--- src/lkrq_pkg.sv ---
/*
 * lkrq_pkg: constants, codes and state types for the link-side request
 * encoder that drives the serial request pin of a serial-bus PHY.
 * Assumes everything runs on the PHY-supplied system clock.
 */
// Notes on behaviour
// - frames are 6 (accel), 7 (bus), 9 (read), 17 (write) bits long.
// - link shifts one bit per clock, ending each frame with zero stop bit.
// - bus request: start bit0, type bits1-3, speed bits4-5, stop bit6.
// - speed 00=100M, 01=200M, 10=400M, 11 reserved.
// - read frame: start, read type, address bits4-7, stop bit8.
// - write frame: start, write type, address 4-7, data 8-15, stop 16.
// - accel frame: flag at bit4, stop bit5; 0 disables, 1 enables.
// - type codes 000 imm, 001 iso, 010 pri, 011 fair, 100-110 reg/accel.
// - fair or priority request starts only after two idle control cycles in a row.
// - receive during or after fair/priority cancels it; link reissues.
// - iso request only in receive or 4 after, transmit or 8 after.
// - immediate request only during reception or within 4 cycles after.
// - crc error abandons pending immediate request; no data on grant.
// - no new register read before the previous one has completed.
package lkrq_pkg;

    // frame lengths including start and stop bit
    localparam logic [4:0] LEN_ACC   = 5'h06;
    localparam logic [4:0] LEN_BUS   = 5'h07;
    localparam logic [4:0] LEN_READ  = 5'h09;
    localparam logic [4:0] LEN_WRITE = 5'h11;
    localparam int         FRAME_W   = 17;

    // request type codes
    localparam logic [2:0] TYP_IMM   = 3'h0;
    localparam logic [2:0] TYP_ISO   = 3'h1;
    localparam logic [2:0] TYP_PRI   = 3'h2;
    localparam logic [2:0] TYP_FAIR  = 3'h3;
    localparam logic [2:0] TYP_READ  = 3'h4;
    localparam logic [2:0] TYP_WRITE = 3'h5;
    localparam logic [2:0] TYP_ACC   = 3'h6;
    localparam logic [2:0] TYP_RSVD  = 3'h7;

    // speed codes
    localparam logic [1:0] SPD_100   = 2'h0;
    localparam logic [1:0] SPD_200   = 2'h1;
    localparam logic [1:0] SPD_400   = 2'h2;
    localparam logic [1:0] SPD_RSVD  = 2'h3;

    // control line codes driven by the PHY
    localparam logic [1:0] CTL_IDLE  = 2'h0;
    localparam logic [1:0] CTL_STS   = 2'h1;
    localparam logic [1:0] CTL_RX    = 2'h2;
    localparam logic [1:0] CTL_GRANT = 2'h3;

    // request windows after receive and transmit, in clock cycles
    localparam logic [3:0] RX_WIN    = 4'h4;
    localparam logic [3:0] TX_WIN    = 4'h8;
    localparam logic [3:0] CNT_SAT   = 4'hF;

    // status stream: two bits per cycle
    localparam logic [3:0] STS_SHORT = 4'h2;
    localparam logic [3:0] STS_FULL  = 4'h8;
    localparam int         STS_GAP   = 1;
    localparam int         STS_BRES  = 2;
    localparam int         STS_ADDR  = 4;
    localparam int         STS_DATA  = 8;

    typedef enum logic [1:0] {
        ST_IDLE    = 2'b00,
        ST_PEND    = 2'b01,
        ST_REISSUE = 2'b10
    } lkrq_st_t;

    typedef struct packed {
        lkrq_st_t        st;
        logic [2:0]      bus_typ;
        logic [1:0]      bus_spd;
        logic            abandon;
        logic            rd_out;
        logic            accel_on;
        logic            slot_full;
        logic [2:0]      s_typ;
        logic [1:0]      s_spd;
        logic [3:0]      s_addr;
        logic [7:0]      s_data;
        logic            s_acc;
        logic            ctl_idle_d;
        logic [3:0]      rx_cnt;
        logic [3:0]      tx_cnt;
        logic            sts_on;
        logic [3:0]      sts_cnt;
        logic [15:0]     sts_sh;
        logic            ld;
        logic [16:0]     frame;
        logic [4:0]      len;
        logic            cmd_ready;
        logic            grant;
        logic            rd_done;
        logic [3:0]      rd_addr;
        logic [7:0]      rd_data;
        logic            gap;
        logic            bres;
        logic            pend;
    } lkrq_state_t;

    typedef struct packed {
        logic [16:0]     sh;
        logic [4:0]      cnt;
        logic            lreq;
    } lkrq_ser_t;

    // frame bit n goes out n cycles after the start bit; fields msb first
    function automatic logic [16:0] build_frame(
        input logic [2:0] typ,
        input logic [1:0] spd,
        input logic [3:0] addr,
        input logic [7:0] data,
        input logic       acc
    );
        logic [16:0] f;
        f = '0;
        f[0] = 1'b1;
        f[1] = typ[2];
        f[2] = typ[1];
        f[3] = typ[0];
        if (typ == TYP_ACC) begin
            f[4] = acc;
        end else if (typ == TYP_READ || typ == TYP_WRITE) begin
            for (int i = 0; i < 4; i++) begin
                f[4 + i] = addr[3 - i];
            end
            if (typ == TYP_WRITE) begin
                for (int i = 0; i < 8; i++) begin
                    f[8 + i] = data[7 - i];
                end
            end
        end else begin
            f[4] = spd[1];
            f[5] = spd[0];
        end
        return f;
    endfunction : build_frame

    function automatic logic [4:0] frame_len(input logic [2:0] typ);
        case (typ)
            TYP_READ:  frame_len = LEN_READ;
            TYP_WRITE: frame_len = LEN_WRITE;
            TYP_ACC:   frame_len = LEN_ACC;
            default:   frame_len = LEN_BUS;
        endcase
    endfunction : frame_len

    function automatic logic is_bus(input logic [2:0] typ);
        return typ[2] == 1'b0;
    endfunction : is_bus

endpackage : lkrq_pkg

--- src/lkrq_link_req.sv ---
/*
 * lkrq_link_req: link-side request encoder. Takes commands from the
 * link core, times bus requests against the PHY control lines, sends
 * frames on the request pin and collects status for register reads.
 * Assumes ctl_i and d_i are driven by the PHY synchronously to clk_i
 * (the PHY supplies that clock), and that rx_ack_i, crc_error_i and
 * tx_active_i come from the link's own logic on the same clock.
 */
`timescale 1ns/1ps
module lkrq_link_req
    import lkrq_pkg::*;
(
    // clock and reset
    input  wire logic        clk_i,
    input  wire logic        rst_n_i,
    // command port from link core
    input  wire logic        cmd_valid_i,
    input  wire logic [2:0]  cmd_type_i,
    input  wire logic [1:0]  cmd_speed_i,
    input  wire logic [3:0]  cmd_addr_i,
    input  wire logic [7:0]  cmd_data_i,
    input  wire logic        cmd_accel_i,
    output logic             cmd_ready_o,
    // link core side information
    input  wire logic        rx_ack_i,
    input  wire logic        crc_error_i,
    input  wire logic        tx_active_i,
    // PHY interface
    input  wire logic [1:0]  ctl_i,
    input  wire logic [1:0]  d_i,
    output logic             lreq_o,
    // results to link core
    output logic             grant_o,
    output logic             bus_pending_o,
    output logic             rd_done_o,
    output logic [3:0]       rd_addr_o,
    output logic [7:0]       rd_data_o,
    output logic             sub_gap_o,
    output logic             bus_reset_o,
    output logic             accel_on_o
);
    lkrq_state_t s_r;
    lkrq_state_t s_nxt;
    logic        ser_busy;

    lkrq_req_ser u_ser (
        .clk_i   (clk_i),
        .rst_n_i (rst_n_i),
        .load_i  (s_r.ld),
        .frame_i (s_r.frame),
        .len_i   (s_r.len),
        .busy_o  (ser_busy),
        .lreq_o  (lreq_o)
    );

    function automatic logic [3:0] sat_inc(input logic [3:0] c);
        return (c == CNT_SAT) ? c : c + 4'h1;
    endfunction : sat_inc

    always_comb begin
        logic rx_on;
        logic rx_win;
        logic tx_win;
        logic idle_ok;
        logic ser_free;
        logic win_ok;
        logic fp_typ;
        rx_on    = 1'b0;
        rx_win   = 1'b0;
        tx_win   = 1'b0;
        idle_ok  = 1'b0;
        ser_free = 1'b0;
        win_ok   = 1'b0;
        fp_typ   = 1'b0;

        s_nxt         = s_r;
        s_nxt.ld      = 1'b0;
        s_nxt.grant   = 1'b0;
        s_nxt.rd_done = 1'b0;
        s_nxt.gap     = 1'b0;
        s_nxt.bres    = 1'b0;

        // receive and transmit windows
        rx_on  = ctl_i == CTL_RX;
        rx_win = rx_on || s_r.rx_cnt <= RX_WIN;
        tx_win = tx_active_i || s_r.tx_cnt <= TX_WIN;
        s_nxt.rx_cnt     = rx_on ? 4'h0 : sat_inc(s_r.rx_cnt);
        s_nxt.tx_cnt     = tx_active_i ? 4'h0 : sat_inc(s_r.tx_cnt);
        s_nxt.ctl_idle_d = ctl_i == CTL_IDLE;
        idle_ok = s_r.ctl_idle_d && ctl_i == CTL_IDLE;

        // status capture, two bits a cycle, first bits S0 S1
        if (ctl_i == CTL_STS) begin
            s_nxt.sts_on = 1'b1;
            if (s_r.sts_cnt < STS_FULL) begin
                s_nxt.sts_sh[{s_r.sts_cnt[2:0], 1'b0}] = d_i[0];
                s_nxt.sts_sh[{s_r.sts_cnt[2:0], 1'b1}] = d_i[1];
                s_nxt.sts_cnt = s_r.sts_cnt + 4'h1;
            end
        end else if (s_r.sts_on) begin
            // a cut-short read simply waits for the repeat from bit 0
            s_nxt.sts_on  = 1'b0;
            s_nxt.sts_cnt = 4'h0;
            if (s_r.sts_cnt >= STS_SHORT) begin
                s_nxt.gap  = s_r.sts_sh[STS_GAP];
                s_nxt.bres = s_r.sts_sh[STS_BRES];
            end
            if (s_r.sts_cnt == STS_FULL && s_r.rd_out) begin
                s_nxt.rd_out  = 1'b0;
                s_nxt.rd_done = 1'b1;
                for (int i = 0; i < 4; i++) begin
                    s_nxt.rd_addr[3 - i] = s_r.sts_sh[STS_ADDR + i];
                end
                for (int i = 0; i < 8; i++) begin
                    s_nxt.rd_data[7 - i] = s_r.sts_sh[STS_DATA + i];
                end
            end
        end

        // pending bus request tracking
        fp_typ = s_r.bus_typ == TYP_FAIR || s_r.bus_typ == TYP_PRI;
        case (s_r.st)
            ST_PEND, ST_REISSUE: begin
                if (s_nxt.bres) begin
                    s_nxt.st      = ST_IDLE;
                    s_nxt.abandon = 1'b0;
                end else if (ctl_i == CTL_GRANT) begin
                    // abandoned ack gets no grant, so no data follows
                    s_nxt.st      = ST_IDLE;
                    s_nxt.grant   = !s_r.abandon;
                    s_nxt.abandon = 1'b0;
                end else if (s_nxt.gap && !fp_typ) begin
                    s_nxt.st      = ST_IDLE;
                    s_nxt.abandon = 1'b0;
                end else if (rx_on && fp_typ &&
                             !(s_r.accel_on && rx_ack_i)) begin
                    s_nxt.st = ST_REISSUE;
                end
                if (s_r.st == ST_PEND && s_r.bus_typ == TYP_IMM &&
                    crc_error_i && s_nxt.st != ST_IDLE) begin
                    s_nxt.abandon = 1'b1;
                end
            end
            ST_IDLE: begin
                s_nxt.abandon = 1'b0;
            end
            default: begin
                s_nxt.st = ST_IDLE;
            end
        endcase

        // frame issue; a reissue goes ahead of new commands
        ser_free = !ser_busy && !s_r.ld;
        if (ser_free) begin
            if (s_r.st == ST_REISSUE && s_nxt.st == ST_REISSUE &&
                idle_ok) begin
                s_nxt.ld    = 1'b1;
                s_nxt.frame = build_frame(s_r.bus_typ, s_r.bus_spd,
                                          4'h0, 8'h00, 1'b0);
                s_nxt.len   = LEN_BUS;
                s_nxt.st    = ST_PEND;
            end else if (s_r.slot_full) begin
                case (s_r.s_typ)
                    TYP_IMM:  win_ok = rx_win;
                    TYP_ISO:  win_ok = rx_win || tx_win;
                    default:  win_ok = idle_ok;
                endcase
                if (s_r.s_typ == TYP_RSVD ||
                    (is_bus(s_r.s_typ) && s_r.s_spd == SPD_RSVD)) begin
                    s_nxt.slot_full = 1'b0;
                end else if (is_bus(s_r.s_typ)) begin
                    if (s_r.st == ST_IDLE && s_nxt.st == ST_IDLE &&
                        win_ok) begin
                        s_nxt.st        = ST_PEND;
                        s_nxt.bus_typ   = s_r.s_typ;
                        s_nxt.bus_spd   = s_r.s_spd;
                        s_nxt.abandon   = 1'b0;
                        s_nxt.ld        = 1'b1;
                        s_nxt.slot_full = 1'b0;
                    end
                end else if (s_r.s_typ != TYP_READ || !s_r.rd_out) begin
                    s_nxt.ld        = 1'b1;
                    s_nxt.slot_full = 1'b0;
                    if (s_r.s_typ == TYP_READ) begin
                        s_nxt.rd_out = 1'b1;
                    end
                    if (s_r.s_typ == TYP_ACC) begin
                        s_nxt.accel_on = s_r.s_acc;
                    end
                end
                if (s_nxt.ld) begin
                    s_nxt.frame = build_frame(s_r.s_typ, s_r.s_spd,
                                              s_r.s_addr, s_r.s_data,
                                              s_r.s_acc);
                    s_nxt.len   = frame_len(s_r.s_typ);
                end
            end
        end

        // single command slot; ready only when it is empty
        if (s_r.cmd_ready && cmd_valid_i) begin
            s_nxt.slot_full = 1'b1;
            s_nxt.s_typ     = cmd_type_i;
            s_nxt.s_spd     = cmd_speed_i;
            s_nxt.s_addr    = cmd_addr_i;
            s_nxt.s_data    = cmd_data_i;
            s_nxt.s_acc     = cmd_accel_i;
        end
        s_nxt.cmd_ready = !s_nxt.slot_full;
        s_nxt.pend      = s_nxt.st != ST_IDLE;
    end

    always_ff @(posedge clk_i) begin
        if (!rst_n_i) begin
            s_r        <= '0;
            // windows start closed so nothing is sent blind after reset
            s_r.rx_cnt <= CNT_SAT;
            s_r.tx_cnt <= CNT_SAT;
        end else begin
            s_r <= s_nxt;
        end
    end

    assign cmd_ready_o   = s_r.cmd_ready;
    assign grant_o       = s_r.grant;
    assign bus_pending_o = s_r.pend;
    assign rd_done_o     = s_r.rd_done;
    assign rd_addr_o     = s_r.rd_addr;
    assign rd_data_o     = s_r.rd_data;
    assign sub_gap_o     = s_r.gap;
    assign bus_reset_o   = s_r.bres;
    assign accel_on_o    = s_r.accel_on;

endmodule : lkrq_link_req

--- src/lkrq_req_ser.sv ---
/*
 * lkrq_req_ser: shifts one request frame out on the request pin,
 * start bit first, one bit per clock.
 * Assumes the loader holds off while busy_o is high.
 */
`timescale 1ns/1ps
module lkrq_req_ser
    import lkrq_pkg::*;
(
    // clock and reset
    input  wire logic        clk_i,
    input  wire logic        rst_n_i,
    // frame load
    input  wire logic        load_i,
    input  wire logic [16:0] frame_i,
    input  wire logic [4:0]  len_i,
    output logic             busy_o,
    // request pin
    output logic             lreq_o
);
    lkrq_ser_t s_r;
    lkrq_ser_t s_nxt;

    always_comb begin
        s_nxt = s_r;
        if (load_i) begin
            s_nxt.lreq = frame_i[0];
            s_nxt.sh   = frame_i >> 1;
            s_nxt.cnt  = len_i - 5'h01;
        end else if (s_r.cnt != 5'h00) begin
            s_nxt.lreq = s_r.sh[0];
            s_nxt.sh   = s_r.sh >> 1;
            s_nxt.cnt  = s_r.cnt - 5'h01;
        end else begin
            // line rests low between frames
            s_nxt.lreq = 1'b0;
        end
    end

    always_ff @(posedge clk_i) begin
        if (!rst_n_i) begin
            s_r <= '0;
        end else begin
            s_r <= s_nxt;
        end
    end

    assign busy_o = s_r.cnt != 5'h00;
    assign lreq_o = s_r.lreq;

endmodule : lkrq_req_ser

--- config.mk ---
export PLATFORM = sky130hd
export DESIGN_NAME = lkrq_link_req
export DESIGN_NICKNAME = d
export VERILOG_FILES = /design/src/lkrq_pkg.sv /design/src/lkrq_link_req.sv /design/src/lkrq_req_ser.sv
export SDC_FILE = /design/constraint.sdc
export NUM_CORES = 1
export LEC_CHECK = 0
export ABC_CLOCK_PERIOD_IN_PS = 3800
export CAP_MARGIN = 30
export CORE_MARGIN = 3
export CORE_UTILIZATION = 30
export CTS_BUF_LIST = sky130_fd_sc_hd__clkbuf_8 sky130_fd_sc_hd__clkbuf_16
export DETAILED_ROUTE_END_ITERATION = 8
export DONT_BUFFER_PORTS = 1
export PLACE_DENSITY = 0.45
export REMOVE_ABC_BUFFERS = 1
export SYNTH_ARGS = -nofsm -noshare
export SYNTH_HDL_FRONTEND = slang
export SYNTH_SLANG_ARGS = --single-unit
--- constraint.sdc ---
create_clock -name clk_i -period 3.8 [get_ports clk_i]
set_clock_uncertainty 0.1 [all_clocks]
set_input_delay 0.38 -clock clk_i [delete_from_list [all_inputs] [get_ports clk_i]]
set_output_delay 0.38 -clock clk_i [all_outputs]
set_load 0.05 [all_outputs]
**Yosys cells after proc, flatten, opt, wreduce, memory -nomap -nowiden**

Cells that the tools add are included.

- Input bits: 28
- Output and inout bits: 20
- Flip-flop bits (word level): 121

- $add $sub $neg: 5
- Equality and inequality tests: 21
- Magnitude comparators: 8
- Muxes and demuxes: 69
- Bitwise logic cells: 8
- Reductions and logical operators: 54

Operator list:

| cell | number |
|---|---|
| $mux 23 | 2 |
| $mux 22 | 2 |
| $mux 11 | 3 |
| $bwmux 16 | 2 |
| $mux 1 | 26 |
| $mux 8 | 3 |
| $mux 2 | 11 |
| $mux 21 | 1 |
| $mux 10 | 2 |
| $mux 20 | 1 |
| $mux 4 | 5 |
| $mux 19 | 1 |
| $logic_and 1x1->1 | 18 |
| $pmux 5 s3 | 1 |
| $eq 2x2->1 const B | 7 |
| $mux 13 | 1 |
| $add 4x1->4 const B | 3 |
| $eq 3x3->1 const B | 4 |
| $eq 4x4->1 const B | 3 |
| $reduce_bool 2->1 | 6 |
| $lt 4x5->1 const B | 2 |
| $sub 5x1->5 const B | 2 |
| $mux 9 | 1 |
| $ge 4x1->1 const B | 2 |
| 27 further kinds | 56 |

**Depth between registers and ports, before layout**

Gate-level depths: netlist of run 1.

- Depth after elaboration: 25
- Depth in mapped cells: 10

**Cells and area by module**

From an unflattened synthesis of run 1, not the netlist that was laid out.

- Cells, all modules: 565
- Area, all modules: 5158.7 um^2

By module, submodules not included:

| module | seq. area each (um^2) | instances | cells each | area each (um^2) |
|---|---|---|---|---|
| lkrq_link_req | 1901.8 | 1 | 456 | 4137.7 |
| lkrq_req_ser | 440.4 | 1 | 109 | 1021.0 |

**Worst setup path before layout of run 1**

OpenSTA, ideal clock, no wires.

- Kind: register to register
- From: reg s_r[98] (netlist bit)
- To: reg s_r[31] (netlist bit)
- Slack: 1327 ps
- Data required time: 3628 ps
- Period minus slack after synthesis: 2473 ps
- Setup time: 72 ps
- Arrival time: 2302 ps
- Stages on the path, launching flop included: 10
- Cells stage by stage: dfxtp_1 > inv_1 > ha_1 > nand2b_1 > a21oi_1 > a31oi_1 > or3_1 > a21oi_1 > buf_4 > mux2i_1

- Cells in the longest elaborated chain, start to end: 17

RTL lines:

| what | RTL line | source |
|---|---|---|
| start: declaration | lkrq_link_req.sv:42 | `lkrq_state_t s_r;` |
| start signal: assignment | lkrq_link_req.sv:220 | `s_r <= s_nxt;` |
| $mux 2 | lkrq_link_req.sv:135 | `end else if (rx_on && fp_typ &&` |
| $mux 2 | lkrq_link_req.sv:132 | `end else if (s_nxt.gap && !fp_typ) begin` |
| $mux 2 | lkrq_link_req.sv:127 | `end else if (ctl_i == CTL_GRANT) begin` |
| $mux 2 | lkrq_link_req.sv:124 | `if (s_nxt.bres) begin` |
| $mux 2 | lkrq_link_req.sv:122 | `case (s_r.st)` |
| $pmux 2 s2 | lkrq_link_req.sv:122 |  |
| $logic_not 2->1 | lkrq_link_req.sv:172 | `if (s_r.st == ST_IDLE && s_nxt.st == ST_IDLE &&` |
| $logic_and 1x1->1 (2 in series) | lkrq_link_req.sv:172 |  |
| $mux 1 | lkrq_link_req.sv:172 |  |
| $mux 1 | lkrq_link_req.sv:171 | `end else if (is_bus(s_r.s_typ)) begin` |
| $mux 1 | lkrq_link_req.sv:168 | `if (s_r.s_typ == TYP_RSVD \|\|` |
| $mux 1 | lkrq_link_req.sv:162 | `end else if (s_r.slot_full) begin` |
| $mux 1 | lkrq_link_req.sv:155 | `if (s_r.st == ST_REISSUE && s_nxt.st == ST_REISSUE &&` |
| $mux 1 | lkrq_link_req.sv:154 | `if (ser_free) begin` |
| $reduce_bool 2->1 (no source line) | - |  |
| $reduce_and 3->1 (no source line) | - |  |

Several ways; a longest one is shown, not always the timed one. The select of a mux whose other input is x is not followed.
A chain may end at the register's enable or synchronous reset.

**Worst setup path after layout of run 1**

- From: reg s_r[98] (netlist bit)
- To: reg s_r[33] (netlist bit)

The elaborated chain is that of the path after synthesis.

==> results of run 1 <==
## through the flow
stage                     utilization  worst slack [ns]  hold slack (ns)
after global placement         0.3126            0.9778           0.3479
after detailed placement       0.3126            0.8374           0.3491
after CTS                      0.3567            0.8239         0.001026
final                          0.3579            0.7929          0.01670
after floorplan                     -            0.6910           0.3269
after global routing           0.3579            0.5360        0.0005838
## registers in the layout (all words and copies together), names as in the netlist
register       cells
grant_o            1
rd_data_o          8
rd_done_o          1
u_ser.s_r         20
accel_on_o         1
u_ser.lreq_o       1
cmd_ready_o        1
bus_pending_o      1
sub_gap_o          1
rd_addr_o          4
bus_reset_o        1
s_r               76
## cell usage in the layout, fill, tap and decap left out, types with 5 or more instances in the layout
cell type	Yosys	routed
inv_1	23	25
nor2_1	64	64
nand2_1	71	71
a21oi_1	35	35
a211oi_1	17	17
clkbuf_16	0	17
and3_1	11	11
xnor2_1	8	8
clkinv_2	0	7
dlygate4sd3_1	0	20
ha_1	12	12
nand4_1	10	10
mux2i_1	56	56
nand3_1	21	21
nor3_1	9	9
buf_4	13	5
o21ai_0	21	21
dfxtp_1	116	116
nor2b_1	5	5
## power by group
group / internal [µW] / total, µW / switching, µW
Clock: 895 / 1430 / 539
Combinational: 270 / 620 / 350
Sequential: 1310 / 1410 / 105
## cell families after synthesis
family	share of synthesized area
AOI/OAI and AO/OA	0.1376
and+or+nand+nor	0.1910
adders and majority gates	0.02939
muxes	0.1097
buffers and inverters	0.06049
xor gates and xnor gates	0.01715
DFF	0.4546
## layer usage
| metal | vias to the layer above | wire length, µm | GRT usage |
|---|---|---|---|
| li1 | 2018 | - | - |
| met1 | 1830 | 5365 | 0.1623 |
| met2 | 76 | 5967 | 0.2270 |
| met3 | 18 | 603 | 0.05331 |
| met4 | 0 | 308 | 0.05767 |
| met5 | - | 0 | 0 |
## worst max-delay path, stage by stage (launching register included)
cell and delay [ns]:
dfxtp_1 0.42, inv_1 0.13, ha_1 0.33, nand2b_1 0.09, a21oi_1 0.28, a31oi_1 0.23, or3_1 0.69, a21oi_1 0.24
buf_4 0.24, mux2i_1 0.20
## final cells by class
type / count / area share
Timing Repair Buffer: 26 / 0.04327
Tap cell: 220 / 0.04621
Sequential cell: 116 / 0.3898
Multi-Input combinational cell: 398 / 0.4159
Clock inverter: 13 / 0.01596
Inverter: 24 / 0.01512
Clock buffer: 18 / 0.07372
## final timing paths
path / cells past startpoint / from / slack (ns) / end
max: 9 / s_r[98] / 0.79 / s_r[33]
min: 2 / d_i[0] / 0.02 / s_r[45]
max reg2reg: 9 / s_r[98] / 0.79 / s_r[33]
min reg2reg: 2 / s_r[73] / 0.36 / s_r[73]
## timing repair
| item | in CTS | in global routing |
|---|---|---|
| endpoints found under the hold margin | 28 | 0 |
| hold buffers | 20 | 0 |
| resized for setup | 0 | 0 |
## synth_stat cells (all sizes together), types with 4 or more instances
cell and count:
dfxtp 116, nand2 71, nor2 64, mux2i 56, a21oi 35, clkbuf 23
inv 23, nand3 21, o21ai 21, buf 18, a211oi 17, ha 12
and3 11, nand4 10, nor3 9, xnor2 8, nor2b 5, a221oi 4
nand2b 4, nand3b 4, o211ai 4, o21a 4
==> metrics.txt, run 1 <==
initial antenna violation count=0; sequential cell area fraction in the yosys report=0.4546; critical path required time=4.04 ns; clock sinks=116; Worst EP arrival=3.25 ns; post-route ant nets=0; MaxCap Viol Count=0; ys async rst share=0; #FFs+latches synth=116; Longest Clk Path Bufs=2; outcome=finished, final reports clean; fin nets=623; fin crit share=0.7913; Setup violations, final=0; Synth Warn #=0; Die X=136.5 µm; total wire length=12240 µm; placed cell count=763; CP startpoint kind=flip-flop; post-route cell area=5957 µm²; worst slew pin tran=0.9167 ns; synthesized netlist cell count=579; # IOs=48; top cell type's share of synthesized area=0.4546; dominant cell type by area after synthesis=dfxtp_1; port bufs=0; drt first pass iters=4; final hold violations=0; Wirelength per Cell=15.02 µm; row cnt=47; TritonCTS clock tree=built; Core ar.=16640 µm²; DRC=0; DR iter-0 viols=123; top_reg_cell synth=dfxtp_1; Area Overhead vs Synth=16.61%; post-CTS setup buffers=0; total design power=3467 µW; n_diodes=0; TritonCTS Buffers=17; Post-synth EDFFs=0; total grt overflow=0; vias per inst=4.837; dpl cell area=5202 µm²; # fillers=1726; vias in the first global route=3860; starting density of the core=0.3070; Critical Path Sink Type=flip-flop; root buf cell=clkbuf_16; total negative slack=0 ns; Slew Viols, Final=0; leakage=0.002380 µW; Placer Congestion=0.8110; dominant cells by area after synthesis=dfxtp_1 (45%), mux2i_1 (11%), nand2_1 (5.2%), nor2_1 (4.7%), a21oi_1 (3.4%); Peak VDD IR=0.3275 mV; Hold Crit Class=input port to flip-flop; min Tclk post-route=3.007 ns; Reg area=2322 µm²; crit path kind=flip-flop to flip-flop; Slew HR=0.3836; Final Non-Filler Cells=815; detailed placement HPWL=8399 µm; Power Density=582.0 nW/µm²; Netlist cell types=52; largest net degree at the start of global routing=56; Mapped Area=5109 µm²; Die Ht=136.5 µm; H-tree depth=4; Multi-input gate area=2477 µm²; Total GRT Usage=0.1386; average cell area after synthesis=8.823 µm²; crit path max fanout=20; total die area=18630 µm²; FMAX=0.3326 GHz; worst skew pair latency=0.41 ns; Vias=3942; first-pass GRT wire length=20020 µm; clock-pin slew on the worst setup and hold paths=0.05 ns; ratio of cells with drive above 1 in the final layout=0.06891; RSZ-0062 raised after global routing=no
(Power assumes the default switching activity.)
==> run 2: changes to the inputs <==
- ABC_AREA: unset -> 1
- ABC_CLOCK_PERIOD_IN_PS: 3800 -> 3000
- clock period: 3.8 -> 3 ns (I/O delays scaled with it)
==> run 2 against run 1 <==
Worst setup slack got worse by 0.12 ns. Synthesized cell count rose by 24%. Critical endpoint is now s_r[28]. Clock-buffer cell count unchanged. First-iteration DRC count rose to 3.1 times the previous value. Worst hold slack worse by 0.0079 ns. Routed wire length grew 12%. Non-clock buffer count grew 5.
==> metrics.txt, run 2 <==
outcome=finished, final reports clean; dominant cells by area after synthesis=dfxtp_1 (44%), nand2_1 (8.8%), nor2_1 (7.4%), nand3_1 (7.3%), inv_1 (4.3%); Longest Clk Path Bufs=2; ratio of cells with drive above 1 in the final layout=0.08660; hold-critical path endpoint=s_r[71]; Reg area=2322 µm²; Hold Crit Class=input port to flip-flop; Synth Warn #=0; top-count cell post-synth=nand2_1; worst skew pair latency=0.41 ns; Slew HR=0.4134; largest register by flop count=s_r; Critical Path Sink Type=flip-flop; Mapped Area=5263 µm²; total wire length=13690 µm; initial antenna violation count=0; Placer Congestion=0.8035; RSZ-0062 raised after global routing=no; root buf cell=clkbuf_16; most common cell after layout, fill and taps aside=nand2_1; most frequent cells in the layout=nand2_1 (124), dfxtp_1 (116), nor2_1 (104), nand3_1 (77), inv_1 (61); clock sinks=116; FMAX=0.4290 GHz; WHS=0.008848 ns; average cell area after synthesis=7.309 µm²; ys async rst share=0; Total GRT Usage=0.1447; Resized Gates After CTS=0; worst reg2reg startpoint=s_r[98]; Wirelength per Cell=14.27 µm; leakage=0.002605 µW; flip-flop count of the largest register after layout=76; Setup violations, final=0; placed cell count=905; hold_buf cts=22; Final Non-Filler Cells=959; dominant cell type by area after synthesis=dfxtp_1; MaxCap Viol Count=0; detailed placement HPWL=9216 µm; CP dominant cell by count=inv_1; post-CTS setup buffers=0; port bufs=0; vias in the first global route=4525; crit path kind=flip-flop to flip-flop; Worst EP arrival=2.59 ns; starting density of the core=0.3118; top_reg_cell synth=dfxtp_1; total negative slack=0 ns; DRC=0; Area Overhead vs Synth=18.07%; fin crit share=0.7770; largest net degree at the start of global routing=94; fin nets=766; critical path required time=3.26 ns; clock-pin slew on the worst setup and hold paths=0.06 ns; # fillers=1780; crit path max fanout=19; CP startpoint kind=flip-flop; Die Ht=138.4 µm; synthesized netlist cell count=720; H-tree depth=4; dpl ws=0.6538 ns; CP delay by family, top=simple AND/OR/NAND/NOR gates; # IOs=48; Netlist cell types=37; hold_sp=cmd_accel_i; DR iter-0 viols=380; vias per inst=4.860; first-pass GRT wire length=22850 µm; Slew Viols, Final=0; R2R depth=10; Core ar.=16880 µm²; slowest stage delay, CP=0.39 ns; final setup margin=0.6690 ns; final hold violations=0; TritonCTS Buffers=17; worst slew pin tran=0.8732 ns; Peak VDD IR=0.3850 mV; sequential cell area fraction in the yosys report=0.4413; row cnt=47; Vias=4661; TritonCTS clock tree=built; #FFs+latches synth=116; Multi-input gate area=2431 µm²; Post-synth EDFFs=0; CP cell instances=inv_1, ha_1, inv_1, nor2_1, nand4_1, nand2_2, nand3_4, nand2_4, nand3_1, nand2_1; Die X=138.4 µm; Buffers & Inverters on Critical Path=2; Worst path slowest cell=dfxtp_1; total die area=19170 µm²; Reg2Reg Setup Slack=0.67 ns; post-route ant nets=0; top cell type's share of synthesized area=0.4413; Power Density=751.2 nW/µm²; WHS Path Cells=2; n_diodes=0; min Tclk post-route=2.331 ns; drt first pass iters=5; RR Endpoint=s_r[28]; total grt overflow=0; synth cell count leaders=nand2_1 (124), dfxtp_1 (116), nor2_1 (104), nand3_1 (77), inv_1 (60)
## run 2: report_power, final
part | switching, µW | total (µW) | internal (µW) | leakage (µW)
clock | 743 | 2060 | 1320 | 0.000293
sequential | 101 | 1770 | 1670 | 0.000942
combinational | 562 | 838 | 276 | 0.00137
total | 1410 | 4670 | 3260 | 0.00260
## run 2: per-layer routing
layer | share of wire | GRT usage | wire length [µm]
met1 | 0.49 | 0.1937 | 6737
met2 | 0.45 | 0.2305 | 6124
met3 | 0.046 | 0.03419 | 627
met4 | 0.014 | 0.04836 | 195
met5 | 0 | 0 | 0
## run 2: worst max-delay path by stage
stage	from	endpoint	slack, ns	cells past startpoint
global route	s_r[99]	s_r[28]	0.38	10
floorplan	u_ser.s_r[1]	s_r[21]	0.45	9
detailed placement	s_r[98]	s_r[35]	0.65	10
CTS	s_r[66]	s_r[27]	0.64	12
global placement	s_r[66]	s_r[37]	0.67	12
finish	s_r[98]	s_r[28]	0.67	10
## run 2: stage by stage
stage | instance area (µm²) | util | total power (µW)
CTS | 6213 | 0.3682 | 4700
detailed placement | 5374 | 0.3184 | 2584
floorplan | 5031 | - | 2327
global placement | 5374 | 0.3184 | 2573
finish | 6213 | 0.3682 | 4667
global route | 6213 | 0.3682 | 4911
## run 2: cell families after synthesis
group	Yosys count	share of synthesized area
multiplexers	3	0.005706
flip-flops	116	0.4413
buffers and inverters	118	0.09677
AND/OR/NAND/NOR	358	0.3077
XOR/XNOR	2	0.003329
adder cells (fa/ha/maj)	12	0.02853
AO/OA/AOI/OAI	111	0.1167
## run 2: layout make-up
| class | count | area share |
|---|---|---|
| clock inverters | 14 | 0.02618 |
| clock buffers | 18 | 0.07068 |
| multi-input cells | 486 | 0.3913 |
| inverters | 74 | 0.04470 |
| repair buffers | 31 | 0.04913 |
| well taps | 220 | 0.04430 |
| flip-flops and latches | 116 | 0.3737 |
